===== config.mk =====
export PLATFORM = sky130hd
export DESIGN_NAME = dsg_top
export DESIGN_NICKNAME = d
export VERILOG_FILES = /design/src/verilog/dsg_pkg.sv /design/src/verilog/dsg_gate_sel.sv /design/src/verilog/dsg_top.sv
export SDC_FILE = /design/constraint.sdc
export NUM_CORES = 1
export LEC_CHECK = 0
export BUFFER_PORTS_ARGS = -buffer_cell sky130_fd_sc_hd__buf_2
export CAP_MARGIN = 10
export CORE_ASPECT_RATIO = 1.2
export CORE_MARGIN = 10
export CORE_UTILIZATION = 35
export CTS_CLUSTER_SIZE = 25
export DETAILED_ROUTE_END_ITERATION = 12
export PLACE_DENSITY = 0.68
export SETUP_SLACK_MARGIN = 0.1
export SYNTH_ARGS = -nofsm -noshare
export SYNTH_HDL_FRONTEND = slang
export SYNTH_SLANG_ARGS = --single-unit

===== constraint.sdc =====
create_clock -name hclk -period 2.2 [get_ports hclk]
set_clock_uncertainty 0.15 [all_clocks]
set_input_delay 0.33 -clock hclk [delete_from_list [all_inputs] [get_ports hclk]]
set_output_delay 0.33 -clock hclk [all_outputs]
set_load 0.02 [all_outputs]

===== src/verilog/dsg_pkg.sv =====
package dsg_pkg;

  // ----------------------------------------
  // register byte offsets
  // ----------------------------------------
  localparam logic [11:0] DSG_SOFT_RESET_CTRL_0_OFF = 12'h040;
  localparam logic [11:0] DSG_RUN_CLOCK_CONFIG_OFF = 12'h060;
  localparam logic [11:0] DSG_RUN_PORT_CLOCK_GATE_OFF = 12'h108;
  localparam logic [11:0] DSG_SLEEP_PORT_CLOCK_GATE_OFF = 12'h118;
  localparam logic [11:0] DSG_DEEP_SLEEP_PORT_CLOCK_GATE_OFF = 12'h128;
  localparam logic [11:0] DSG_IRQ_STATUS_OFF = 12'h150;
  localparam logic [11:0] DSG_IRQ_MASK_OFF = 12'h154;
  localparam logic [11:0] DSG_MODE_STATUS_OFF = 12'h158;

  // ----------------------------------------
  // field positions and widths
  // ----------------------------------------
  localparam int DSG_PORT_BITS = 5;
  localparam int DSG_PWM_RESET_BIT = 20;
  localparam int DSG_WATCHDOG_RESET_BIT = 3;
  localparam int DSG_AUTO_CLOCK_GATING_BIT = 0;
  localparam int DSG_IRQ_BITS = 4;
  localparam int DSG_IRQ_FAULT_BIT = 0;
  localparam int DSG_IRQ_DEEP_BIT = 1;
  localparam int DSG_IRQ_SLEEP_BIT = 2;
  localparam int DSG_IRQ_WAKE_BIT = 3;
  localparam int DSG_MODE_FIELD_LSB = 8;

  // ----------------------------------------
  // reset values and writable mask
  // ----------------------------------------
  localparam logic [31:0] DSG_SOFT_RESET_CTRL_0_RST = 32'h0000_0000;
  localparam logic [4:0] DSG_PORT_GATE_RST = 5'h00;
  localparam logic [3:0] DSG_IRQ_RST = 4'h0;
  localparam logic [31:0] DSG_WRITABLE_SRC0 = 32'h0010_0008;

  // ----------------------------------------
  // bus encodings
  // ----------------------------------------
  localparam logic [2:0] DSG_HSIZE_WORD = 3'h2;
  localparam logic [1:0] DSG_HRESP_OKAY = 2'h0;

  // ----------------------------------------
  // types
  // ----------------------------------------
  typedef enum logic [1:0] {
    DSG_MODE_RUN,
    DSG_MODE_SLEEP,
    DSG_MODE_DEEP
  } dsg_mode_t;

  typedef struct packed {
    logic [4:0] run;
    logic [4:0] sleep;
    logic [4:0] deep;
  } dsg_gate_set_t;

  typedef struct packed {
    logic valid;
    logic [2:0] port;
  } dsg_unit_req_t;

  function automatic logic dsg_hit(input logic [11:0] addr, input logic [11:0] off);
    return addr[11:2] == off[11:2];
  endfunction

endpackage


===== src/verilog/dsg_gate_sel.sv =====
`timescale 1ns/1ps
module dsg_gate_sel (
  // clock and reset
  input wire logic hclk,
  input wire logic hresetn,
  // gating sources
  input wire dsg_pkg::dsg_gate_set_t gates,
  input wire logic auto_gate,
  input wire dsg_pkg::dsg_mode_t mode,
  // unit access check
  input wire dsg_pkg::dsg_unit_req_t unit_req,
  output logic unit_fault,
  output logic unit_grant,
  // clock enables
  output logic [4:0] port_clk_en
);
  import dsg_pkg::*;

  logic [4:0] sel_next;
  logic en_bit;

  // ----------------------------------------
  // pick source by power mode
  // ----------------------------------------
  always_comb begin
    sel_next = gates.run;
    if (auto_gate) begin
      case (mode)
        DSG_MODE_RUN: sel_next = gates.run;
        DSG_MODE_SLEEP: sel_next = gates.sleep;
        DSG_MODE_DEEP: sel_next = gates.deep;
        default: sel_next = gates.run;
      endcase
    end
  end

  always_ff @(posedge hclk or negedge hresetn) begin
    if (!hresetn) begin
      port_clk_en <= DSG_PORT_GATE_RST;
    end else begin
      port_clk_en <= sel_next;
    end
  end

  // ----------------------------------------
  // unit access check
  // ----------------------------------------
  assign en_bit = (unit_req.port < 3'(DSG_PORT_BITS)) ? port_clk_en[unit_req.port] : 1'b0;

  always_ff @(posedge hclk or negedge hresetn) begin
    if (!hresetn) begin
      unit_fault <= 1'b0;
      unit_grant <= 1'b0;
    end else begin
      unit_fault <= unit_req.valid && !en_bit;
      unit_grant <= unit_req.valid && en_bit;
    end
  end

endmodule // dsg_gate_sel


===== src/verilog/dsg_top.sv =====
// What this block does
// - set gating bit clocks unit, clear stops it
// - access to gated unit raises unit_fault, bus answer stays okay
// - deep-sleep gating bits reset to zero
// - gating source follows run, sleep, deep sleep
// - sleep and deep-sleep gating only with auto gating set
// - deep-sleep bits 4:0 enable ports E..A
// - gating bits 31:5 read zero, read-only
// - reset-control writes masked by capability bits
// - bit 20 resets pulse-width modulator
// - bit 3 resets watchdog
// - reset control zero at reset, others zero
`timescale 1ns/1ps
module dsg_top #(
  parameter int NUM_PORTS = 5
) (
  // clock and reset
  input wire logic hclk,
  input wire logic hresetn,
  // ahb-lite slave
  input wire logic hsel,
  input wire logic [31:0] haddr,
  input wire logic [1:0] htrans,
  input wire logic hwrite,
  input wire logic [2:0] hsize,
  input wire logic [31:0] hwdata,
  input wire logic hready,
  output logic hreadyout,
  output logic [1:0] hresp,
  output logic [31:0] hrdata,
  // power mode requests
  input wire logic sleep_req,
  input wire logic deep_sleep_req,
  // capability bits
  input wire logic [31:0] capability_mask_1,
  // access to gated units
  input wire dsg_pkg::dsg_unit_req_t unit_req,
  output logic unit_fault,
  output logic unit_grant,
  // unit controls
  output logic [4:0] port_clk_en,
  output logic pwm_reset,
  output logic watchdog_reset,
  output dsg_pkg::dsg_mode_t power_mode,
  // interrupt
  output logic irq
);
  import dsg_pkg::*;

  // ----------------------------------------
  // parameter check
  // ----------------------------------------
  if (NUM_PORTS < 1 || NUM_PORTS > DSG_PORT_BITS) begin : g_bad_ports
    $error("dsg_top: NUM_PORTS must lie in 1..5");
  end

  localparam logic [4:0] PORT_MASK = 5'((1 << NUM_PORTS) - 1);

  // ----------------------------------------
  // declarations
  // ----------------------------------------
  logic wr_pend_reg;
  logic [11:0] wr_addr_reg;
  logic addr_ok;
  logic wr_take;
  logic rd_take;
  logic wr_now;
  logic [31:0] src0_reg;
  logic [31:0] src0_next;
  logic [4:0] run_gate_reg;
  logic [4:0] run_gate_next;
  logic [4:0] sleep_gate_reg;
  logic [4:0] sleep_gate_next;
  logic [4:0] deep_gate_reg;
  logic [4:0] deep_gate_next;
  logic auto_gate_reg;
  logic auto_gate_next;
  logic [3:0] irq_stat_reg;
  logic [3:0] irq_stat_next;
  logic [3:0] irq_mask_reg;
  logic [3:0] irq_mask_next;
  logic [3:0] irq_event;
  logic [31:0] rd_next;
  logic [31:0] hrdata_reg;
  dsg_mode_t mode_reg;
  dsg_mode_t mode_next;
  dsg_gate_set_t gates;
  logic fault_int;

  // ----------------------------------------
  // bus address phase
  // ----------------------------------------
  assign addr_ok = hsel && htrans[1] && hready && (hsize == DSG_HSIZE_WORD);
  assign wr_take = addr_ok && hwrite;
  assign rd_take = addr_ok && !hwrite;
  assign wr_now = wr_pend_reg;

  always_ff @(posedge hclk or negedge hresetn) begin
    if (!hresetn) begin
      wr_pend_reg <= 1'b0;
      wr_addr_reg <= 12'h000;
    end else begin
      wr_pend_reg <= wr_take;
      if (wr_take) begin
        wr_addr_reg <= haddr[11:0];
      end
    end
  end

  // zero wait states, always okay
  assign hreadyout = 1'b1;
  assign hresp = DSG_HRESP_OKAY;

  // ----------------------------------------
  // register next values
  // ----------------------------------------
  always_comb begin
    src0_next = src0_reg;
    if (wr_now && dsg_hit(wr_addr_reg, DSG_SOFT_RESET_CTRL_0_OFF)) begin
      src0_next = hwdata & capability_mask_1 & DSG_WRITABLE_SRC0;
    end
  end

  always_comb begin
    deep_gate_next = deep_gate_reg;
    if (wr_now && dsg_hit(wr_addr_reg, DSG_DEEP_SLEEP_PORT_CLOCK_GATE_OFF)) begin
      deep_gate_next = hwdata[4:0] & PORT_MASK;
    end
  end

  always_comb begin
    run_gate_next = run_gate_reg;
    if (wr_now && dsg_hit(wr_addr_reg, DSG_RUN_PORT_CLOCK_GATE_OFF)) begin
      run_gate_next = hwdata[4:0] & PORT_MASK;
    end
  end

  always_comb begin
    sleep_gate_next = sleep_gate_reg;
    if (wr_now && dsg_hit(wr_addr_reg, DSG_SLEEP_PORT_CLOCK_GATE_OFF)) begin
      sleep_gate_next = hwdata[4:0] & PORT_MASK;
    end
  end

  always_comb begin
    auto_gate_next = auto_gate_reg;
    if (wr_now && dsg_hit(wr_addr_reg, DSG_RUN_CLOCK_CONFIG_OFF)) begin
      auto_gate_next = hwdata[DSG_AUTO_CLOCK_GATING_BIT];
    end
  end

  always_comb begin
    irq_mask_next = irq_mask_reg;
    if (wr_now && dsg_hit(wr_addr_reg, DSG_IRQ_MASK_OFF)) begin
      irq_mask_next = hwdata[3:0];
    end
  end

  // write one clears; a new event wins
  always_comb begin
    irq_stat_next = irq_stat_reg;
    if (wr_now && dsg_hit(wr_addr_reg, DSG_IRQ_STATUS_OFF)) begin
      irq_stat_next = irq_stat_reg & ~hwdata[3:0];
    end
    irq_stat_next = irq_stat_next | irq_event;
  end

  // ----------------------------------------
  // register storage
  // ----------------------------------------
  always_ff @(posedge hclk or negedge hresetn) begin
    if (!hresetn) begin
      src0_reg <= DSG_SOFT_RESET_CTRL_0_RST;
    end else begin
      src0_reg <= src0_next;
    end
  end

  always_ff @(posedge hclk or negedge hresetn) begin
    if (!hresetn) begin
      deep_gate_reg <= DSG_PORT_GATE_RST;
      run_gate_reg <= DSG_PORT_GATE_RST;
      sleep_gate_reg <= DSG_PORT_GATE_RST;
      auto_gate_reg <= 1'b0;
    end else begin
      deep_gate_reg <= deep_gate_next;
      run_gate_reg <= run_gate_next;
      sleep_gate_reg <= sleep_gate_next;
      auto_gate_reg <= auto_gate_next;
    end
  end

  always_ff @(posedge hclk or negedge hresetn) begin
    if (!hresetn) begin
      irq_stat_reg <= DSG_IRQ_RST;
      irq_mask_reg <= DSG_IRQ_RST;
    end else begin
      irq_stat_reg <= irq_stat_next;
      irq_mask_reg <= irq_mask_next;
    end
  end

  // ----------------------------------------
  // read data, forwarded from next values; mode status from current state
  // ----------------------------------------
  always_comb begin
    rd_next = 32'h0000_0000;
    if (dsg_hit(haddr[11:0], DSG_SOFT_RESET_CTRL_0_OFF)) begin
      rd_next = src0_next;
    end else if (dsg_hit(haddr[11:0], DSG_DEEP_SLEEP_PORT_CLOCK_GATE_OFF)) begin
      rd_next = {27'h0000000, deep_gate_next};
    end else if (dsg_hit(haddr[11:0], DSG_RUN_PORT_CLOCK_GATE_OFF)) begin
      rd_next = {27'h0000000, run_gate_next};
    end else if (dsg_hit(haddr[11:0], DSG_SLEEP_PORT_CLOCK_GATE_OFF)) begin
      rd_next = {27'h0000000, sleep_gate_next};
    end else if (dsg_hit(haddr[11:0], DSG_RUN_CLOCK_CONFIG_OFF)) begin
      rd_next[DSG_AUTO_CLOCK_GATING_BIT] = auto_gate_next;
    end else if (dsg_hit(haddr[11:0], DSG_IRQ_STATUS_OFF)) begin
      rd_next = {28'h0000000, irq_stat_next};
    end else if (dsg_hit(haddr[11:0], DSG_IRQ_MASK_OFF)) begin
      rd_next = {28'h0000000, irq_mask_next};
    end else if (dsg_hit(haddr[11:0], DSG_MODE_STATUS_OFF)) begin
      rd_next = {22'h000000, mode_reg, 3'h0, port_clk_en};
    end
  end

  always_ff @(posedge hclk or negedge hresetn) begin
    if (!hresetn) begin
      hrdata_reg <= 32'h0000_0000;
    end else if (rd_take) begin
      hrdata_reg <= rd_next;
    end
  end

  assign hrdata = hrdata_reg;

  // ----------------------------------------
  // power mode tracker
  // ----------------------------------------
  always_comb begin
    mode_next = mode_reg;
    case (mode_reg)
      DSG_MODE_RUN: begin
        if (deep_sleep_req) begin
          mode_next = DSG_MODE_DEEP;
        end else if (sleep_req) begin
          mode_next = DSG_MODE_SLEEP;
        end
      end
      DSG_MODE_SLEEP: begin
        if (deep_sleep_req) begin
          mode_next = DSG_MODE_DEEP;
        end else if (!sleep_req) begin
          mode_next = DSG_MODE_RUN;
        end
      end
      DSG_MODE_DEEP: begin
        if (!deep_sleep_req) begin
          mode_next = sleep_req ? DSG_MODE_SLEEP : DSG_MODE_RUN;
        end
      end
      default: mode_next = DSG_MODE_RUN;
    endcase
  end

  always_ff @(posedge hclk or negedge hresetn) begin
    if (!hresetn) begin
      mode_reg <= DSG_MODE_RUN;
    end else begin
      mode_reg <= mode_next;
    end
  end

  assign power_mode = mode_reg;

  // ----------------------------------------
  // gating and access check
  // ----------------------------------------
  assign gates = '{run: run_gate_reg, sleep: sleep_gate_reg, deep: deep_gate_reg};

  dsg_gate_sel u_gate_sel (
    .hclk(hclk),
    .hresetn(hresetn),
    .gates(gates),
    .auto_gate(auto_gate_reg),
    .mode(mode_reg),
    .unit_req(unit_req),
    .unit_fault(fault_int),
    .unit_grant(unit_grant),
    .port_clk_en(port_clk_en)
  );

  assign unit_fault = fault_int;

  // ----------------------------------------
  // software resets
  // ----------------------------------------
  always_ff @(posedge hclk or negedge hresetn) begin
    if (!hresetn) begin
      pwm_reset <= 1'b0;
      watchdog_reset <= 1'b0;
    end else begin
      pwm_reset <= src0_next[DSG_PWM_RESET_BIT];
      watchdog_reset <= src0_next[DSG_WATCHDOG_RESET_BIT];
    end
  end

  // ----------------------------------------
  // interrupt events
  // ----------------------------------------
  always_comb begin
    irq_event = 4'h0;
    irq_event[DSG_IRQ_FAULT_BIT] = fault_int;
    irq_event[DSG_IRQ_DEEP_BIT] = (mode_next == DSG_MODE_DEEP) && (mode_reg != DSG_MODE_DEEP);
    irq_event[DSG_IRQ_SLEEP_BIT] = (mode_next == DSG_MODE_SLEEP) && (mode_reg != DSG_MODE_SLEEP);
    irq_event[DSG_IRQ_WAKE_BIT] = (mode_next == DSG_MODE_RUN) && (mode_reg != DSG_MODE_RUN);
  end

  assign irq = |(irq_stat_reg & irq_mask_reg);

endmodule // dsg_top


==> results of run 1 <==
-- cells in the mapped netlist, types with 2 or more instances --
| master | number |
|---|---|
| a211oi_1 | 3 |
| a21boi_0 | 2 |
| a21o_1 | 4 |
| a21oi_1 | 12 |
| a22oi_1 | 7 |
| a311oi_1 | 2 |
| a32oi_1 | 3 |
| and2_1 | 34 |
| and3_1 | 3 |
| buf_2 | 4 |
| buf_4 | 3 |
| clkbuf_1 | 15 |
| conb_1 | 2 |
| dfrtp_1 | 108 |
| ha_1 | 4 |
| inv_1 | 11 |
| mux2_2 | 24 |
| mux2_4 | 2 |
| nand2_1 | 74 |
| nand2b_1 | 4 |
| nand3_1 | 30 |
| nand4_1 | 5 |
| nand4_2 | 2 |
| nand4b_1 | 2 |
| nor2_1 | 17 |
| nor2b_1 | 10 |
| nor3_1 | 5 |
| nor4_1 | 2 |
| nor4b_1 | 2 |
| nor4b_4 | 3 |
| o211ai_1 | 2 |
| o21ai_0 | 20 |
| o221ai_1 | 2 |
| o2bb2ai_1 | 4 |
| or3_1 | 2 |
-- stage by stage --
step | utilization (%) | power [mW] | area [µm²] | cells | hold WS [ps]
6_report | 46.8 | 5.07 | 6430 | 755 | 59.1
5_1_grt | 46.8 | 5.30 | 6430 | 755 | 61.7
4_1_cts | 45.8 | 5.07 | 6300 | 750 | 49.1
3_5_place_dp | 42.3 | 3.30 | 5820 | 728 | 49.3
3_3_place_gp | 42.3 | 3.25 | 5820 | 728 | 45.8
2_1_floorplan | - | 2.81 | 4950 | 457 | -116
-- critical path, cell delays in order, from the launching register on --
cell     delay, ps
dfrtp_2        460
nor4b_4        360
nand4_1        280
buf_4          230
nor3b_2        180
nor3_1         110
o41ai_4        320
a21oi_1        110
-- per-layer routing --
layer | share of wire, % | up-vias | track usage [%]
met5 | 0 | - | 0
met4 | 2.1 | 0 | 5.58
met3 | 4.0 | 20 | 3.89
met2 | 54 | 77 | 24.5
met1 | 40 | 1866 | 14.6
li1 | - | 1842 | -
-- cell type report --
cell class / count / area share (%)
Tap cell: 171 / 3.32
Clock buffer: 10 / 3.71
Multi-Input combinational cell: 315 / 35.6
Clock inverter: 6 / 1.11
Timing Repair Buffer: 134 / 13.4
Sequential cell: 108 / 42.1
Inverter: 11 / 0.681
-- power by group --
group / switching [mW] / internal [mW]
clock network: 0.745 / 0.922
registers: 0.143 / 2.11
logic: 0.635 / 0.513
total: 1.52 / 3.55
-- timing repair --
action                     in CTS  in global routing
setup endpoints to repair       5                 26
hold endpoints to repair       54                  0
gates resized for setup        29                 21
pin swaps                      16                 16
hold buffers                    1                  0
setup buffers                   5                  5
-- cell families after synthesis --
kind of cell / count (synthesis) / synth area share [%]
compound gates: 76 / 11.0
fa+ha+maj: 4 / 1.02
mux: 27 / 6.58
xor+xnor: 1 / 0.179
other cells: 2 / 0.153
buf+inv: 34 / 3.09
simple gates: 204 / 22.8
flops: 108 / 55.1
-- worst max-delay path by stage --
stage                                  endpoint  slack (ps)
final                     hrdata[0]$_DFFE_PN0P_        -130
after detailed placement  hrdata[1]$_DFFE_PN0P_        -240
after floorplan           hrdata[2]$_DFFE_PN0P_           5
after CTS                 hrdata[4]$_DFFE_PN0P_         -70
after global placement    hrdata[1]$_DFFE_PN0P_        -180
after global routing      hrdata[0]$_DFFE_PN0P_        -260
==> results.py, run 1 <==
metrics = {
    "global_routing": {
        "gr-total-overflow": 0,
        "grt_max_degree": 60,
        "antenna_found_initial": 0,
        "grt_pass1_vias": 4161,
        "grt_pass1_wl_um": 21000,
        "grt_usage_pct": 13.6,
    },
    "detailed_routing": {
        "vias": 3805,
        "wire_per_inst_um": 17.5,
        "drt_iter0_drc": 201,
        "vias_per_cell": 5.04,
        "routed_wl_um": 13200,
        "drc": 0,
        "ant_nets": 0,
        "drt_first_pass_iters": 4,
    },
    "timing": {
        "drv_slew": 0,
        "hold_viol_final": 0,
        "min_period_ps": 2330,
        "rsz0062_at_grt": "true",
        "setup_ws_ps": -127,
        "tns_ps": -503,
        "max_freq_mhz": 430,
        "setup_violations": 5,
        "min_period_over_period_pct": 106,
    },
    "cts": {
        "cts.path.max_buffers": 2,
        "clkTransAtPathRegs_ps": 70,
        "h-tree-depth": 3,
        "insertion_delay_ps": 350,
        "cts_tree": "built",
        "cts_buffers": 9,
        "clock-sinks": 108,
        "cts_root_buf": "clkbuf_16",
    },
    "outcome": {
        "violations": "setup timing",
        "run_status": "complete, but fails checks",
    },
    "place": {
        "pre_cts_ws_ps": -237,
        "hpwl_um": 9770,
        "routabilityCongestion": 0.851,
        "port_buffers": 76,
    },
    "setup_path": {
        "critical_path.startpoint": "wr_addr_reg[10]$_DFFE_PN0P_",
        "crit_path_end_kind": "register",
        "crit_path_max_fanout": 4,
        "crit_type": "reg2reg",
        "reg2reg_to": "hrdata[0]$_DFFE_PN0P_",
        "worstRegToRegCells": 7,
        "cp-start-kind": "register",
        "arrival_ps": 2410,
        "rr_startpoint": "wr_addr_reg[10]$_DFFE_PN0P_",
        "critPathRequiredTime_ps": 2280,
        "r2r_slack_ps": -130,
    },
    "die": {
        "core_area_um2": 13800,
        "row_count": 47,
        "chipHeight_um": 150,
        "ioPinCount": 159,
        "die_w_um": 128,
        "die-area_um2": 19200,
        "initial_core_util_pct": 35.6,
    },
    "hold_path": {
        "whs_path_depth": 2,
        "hold_class": "in2reg",
        "min_to": "u_gate_sel.unit_fault$_DFF_PN0_",
        "worstHoldStart": "unit_req[3]",
    },
    "run": {
        "cap_violations": 0,
    },
    "synthesis": {
        "synth.avg_cell_area_um2": 10.8,
        "synth.cell_area_um2": 4900,
        "yosys.area.top_type": "dfrtp_1",
        "synth-seq-area-share_pct": 55.1,
        "ys.warnings.count": 0,
        "synthTopCellsByArea": "dfrtp_1 (55%), nand2_1 (5.7%), mux2_2 (5.5%)",
        "synth_top_flop_cell": "dfrtp_1",
        "synth_cell_type_count": 62,
        "syn_inst": 456,
        "netlist.area_leader.share_pct": 55.1,
        "synth-edff-count": 0,
        "ys_ff_latch": 108,
        "synthArstFlopShare_pct": 100,
    },
    "power_and_ir_drop": {
        "p_per_area_nw_per_um2": 788,
        "ir_drop_mv": 0.471,
        "p_leak_nw": 3.13,
    },
    "layout": {
        "layout_commonest_cell": "dfrtp_1",
        "seq_area_um2": 2710,
        "drive_above_1_share_pct": 38.9,
        "nets": 695,
        "areaGrowthSynthToFinish_pct": 31.2,
        "final_cell_mix": "dfrtp_1 (102), buf_2 (75), nand2_1 (73)",
        "fill_cells": 1296,
        "antenna_cells": 0,
        "multi_input_area_um2": 2290,
    },
}
Note: power is estimated with default switching activity, not from simulation.
==> inputs of run 2 (changes only) <==
--- a/config.mk
+++ b/config.mk
@@ -12,7 +12,7 @@
 export CORE_UTILIZATION = 35
 export CTS_CLUSTER_SIZE = 25
 export DETAILED_ROUTE_END_ITERATION = 12
-export PLACE_DENSITY = 0.68
+export PLACE_DENSITY = 0.66
 export SETUP_SLACK_MARGIN = 0.1
 export SYNTH_ARGS = -nofsm -noshare
 export SYNTH_HDL_FRONTEND = slang
==> constraint.sdc (replaced) <==
create_clock -name hclk -period 2.4 [get_ports hclk]
set_clock_uncertainty 0.15 [all_clocks]
set_input_delay 0.36 -clock hclk [delete_from_list [all_inputs] [get_ports hclk]]
set_output_delay 0.36 -clock hclk [all_outputs]
set_load 0.02 [all_outputs]
==> results.py, run 2 (synthesis results as in run 1) <==
metrics = {
    "setup_path": {
        "arrival_ps": 2340,
        "crit_path_max_fanout": 4,
        "cpMaxStageDelayCell": "dfrtp_2",
        "slowest_delay_ps": 460,
        "critPathRequiredTime_ps": 2480,
        "path_cells": "nor4b_4 > buf_4 > nand4_4 > mux2_4 > nor2b_4 > o41ai_4 > a21oi_1",
        "crit_path_end_kind": "register",
        "cp-start-kind": "register",
        "cp.buffers_inverters": 1,
        "cp_top_family": "simple AND/OR/NAND/NOR gates",
        "crit_type": "reg2reg",
    },
    "layout": {
        "postLayoutCoreUtil_pct": 45.0,
        "multi_input_area_um2": 2230,
        "nets": 679,
        "seq_area_um2": 2710,
        "areaGrowthSynthToFinish_pct": 26.3,
        "antenna_cells": 0,
        "layout_commonest_cell": "dfrtp_1",
        "fill_cells": 1295,
        "final_cell_mix": "dfrtp_1 (101), buf_2 (75), nand2_1 (73)",
        "drive_above_1_share_pct": 35.4,
    },
    "detailed_routing": {
        "routed_wl_um": 12700,
        "drt_first_pass_iters": 5,
        "ant_nets": 0,
        "drt_iter0_drc": 281,
        "drc": 0,
        "vias": 3731,
        "vias_per_cell": 5.05,
        "wire_per_inst_um": 17.3,
    },
    "place": {
        "hpwl_um": 9490,
        "routabilityCongestion": 0.850,
        "port_buffers": 76,
    },
    "global_routing": {
        "grt_pass1_wl_um": 20400,
        "antenna_found_initial": 0,
        "grt_pass1_vias": 3955,
        "grt_usage_pct": 13.3,
        "grt_max_degree": 45,
        "gr-total-overflow": 0,
    },
    "timing": {
        "worst_slew_pin_slew_ps": 552,
        "hold_viol_final": 0,
        "min_period_ps": 2260,
        "drv_slew": 0,
        "rsz0062_at_grt": "true",
        "holdWs_ps": 92.8,
        "max_freq_mhz": 442,
        "min_period_over_period_pct": 94.3,
        "max_slew_margin_pct": 63.2,
        "setup_violations": 0,
    },
    "cts": {
        "cts.path.max_buffers": 2,
        "clkTransAtPathRegs_ps": 70,
        "clock-sinks": 108,
        "cts_buffers": 9,
        "cts_tree": "built",
        "h-tree-depth": 3,
        "insertion_delay_ps": 350,
        "cts_root_buf": "clkbuf_16",
    },
    "die": {
        "row_count": 47,
        "ioPinCount": 159,
        "die-area_um2": 19200,
        "die_w_um": 128,
        "chipHeight_um": 150,
        "initial_core_util_pct": 35.6,
        "core_area_um2": 13800,
    },
    "hold_path": {
        "hold_class": "in2reg",
    },
    "power_and_ir_drop": {
        "ir_drop_mv": 0.438,
        "p_total_mw": 4.40,
        "p_per_area_nw_per_um2": 710,
        "p_leak_nw": 3.01,
    },
    "outcome": {
        "run_status": "finished, final reports clean",
    },
    "run": {
        "cap_violations": 0,
    },
}
## run 2: changes by cell type in the layout (fill, tap and decap cells not counted), sizes merged
cell      change
bufinv        -1
clkinvlp      -1
clkbuf        +1
inv           -1
clkinv        +2
buf          -16
## run 2: area by class of cell
cell class                      instances  area share [%]
Clock inverter                          5           0.444
Tap cell                              171            3.45
Multi-Input combinational cell        315            36.0
Clock buffer                           11            3.92
Inverter                               11           0.707
Sequential cell                       108            43.8
Timing Repair Buffer                  118            11.7
## run 2: stage by stage
stage | TNS [ps] | instances | cell area (µm²) | setup slack (ps)
3_5_place_dp | -89.2 | 715 | 5690 | -89.2
2_1_floorplan | 0 | 457 | 4920 | 113
5_1_grt | 0 | 739 | 6200 | 38.4
6_report | 0 | 739 | 6200 | 137
4_1_cts | 0 | 733 | 6040 | 91.0
3_3_place_gp | -16.8 | 715 | 5690 | -16.8
## run 2: timing repair
action	in CTS	in global routing
buffers inserted	1	6
hold buffers	1	0
pin swaps	6	17
setup endpoints to repair	5	5
gates resized for setup	14	28
hold endpoints to repair	41	0
## run 2: path summary, 6_finish.rpt
kind                                            start                         endpoint  slack, ps  cells past startpoint
max                        wr_addr_reg[5]$_DFFE_PN0P_            hrdata[0]$_DFFE_PN0P_        140                      7
min                                       unit_req[3]  u_gate_sel.unit_grant$_DFF_PN0_         90                      2
max reg2reg                wr_addr_reg[5]$_DFFE_PN0P_            hrdata[0]$_DFFE_PN0P_        140                      7
min reg2reg                    hrdata[10]$_DFFE_PN0P_           hrdata[10]$_DFFE_PN0P_        310                      2
max in group asynchronous                     hresetn           hrdata[15]$_DFFE_PN0P_        930                      3
min in group asynchronous                     hresetn            hrdata[6]$_DFFE_PN0P_        450                      2
## run 2: power breakdown
group	switching (mW)	leakage, nW	internal, mW
registers	0.136	1.41	1.94
clock network	0.645	0.135	0.725
logic	0.544	1.47	0.412
## run 2: layer usage
layer,track usage (%),wire length [µm]
met5,0,0
met4,5.24,193
met3,3.86,586
met2,23.6,6780
met1,14.6,5190
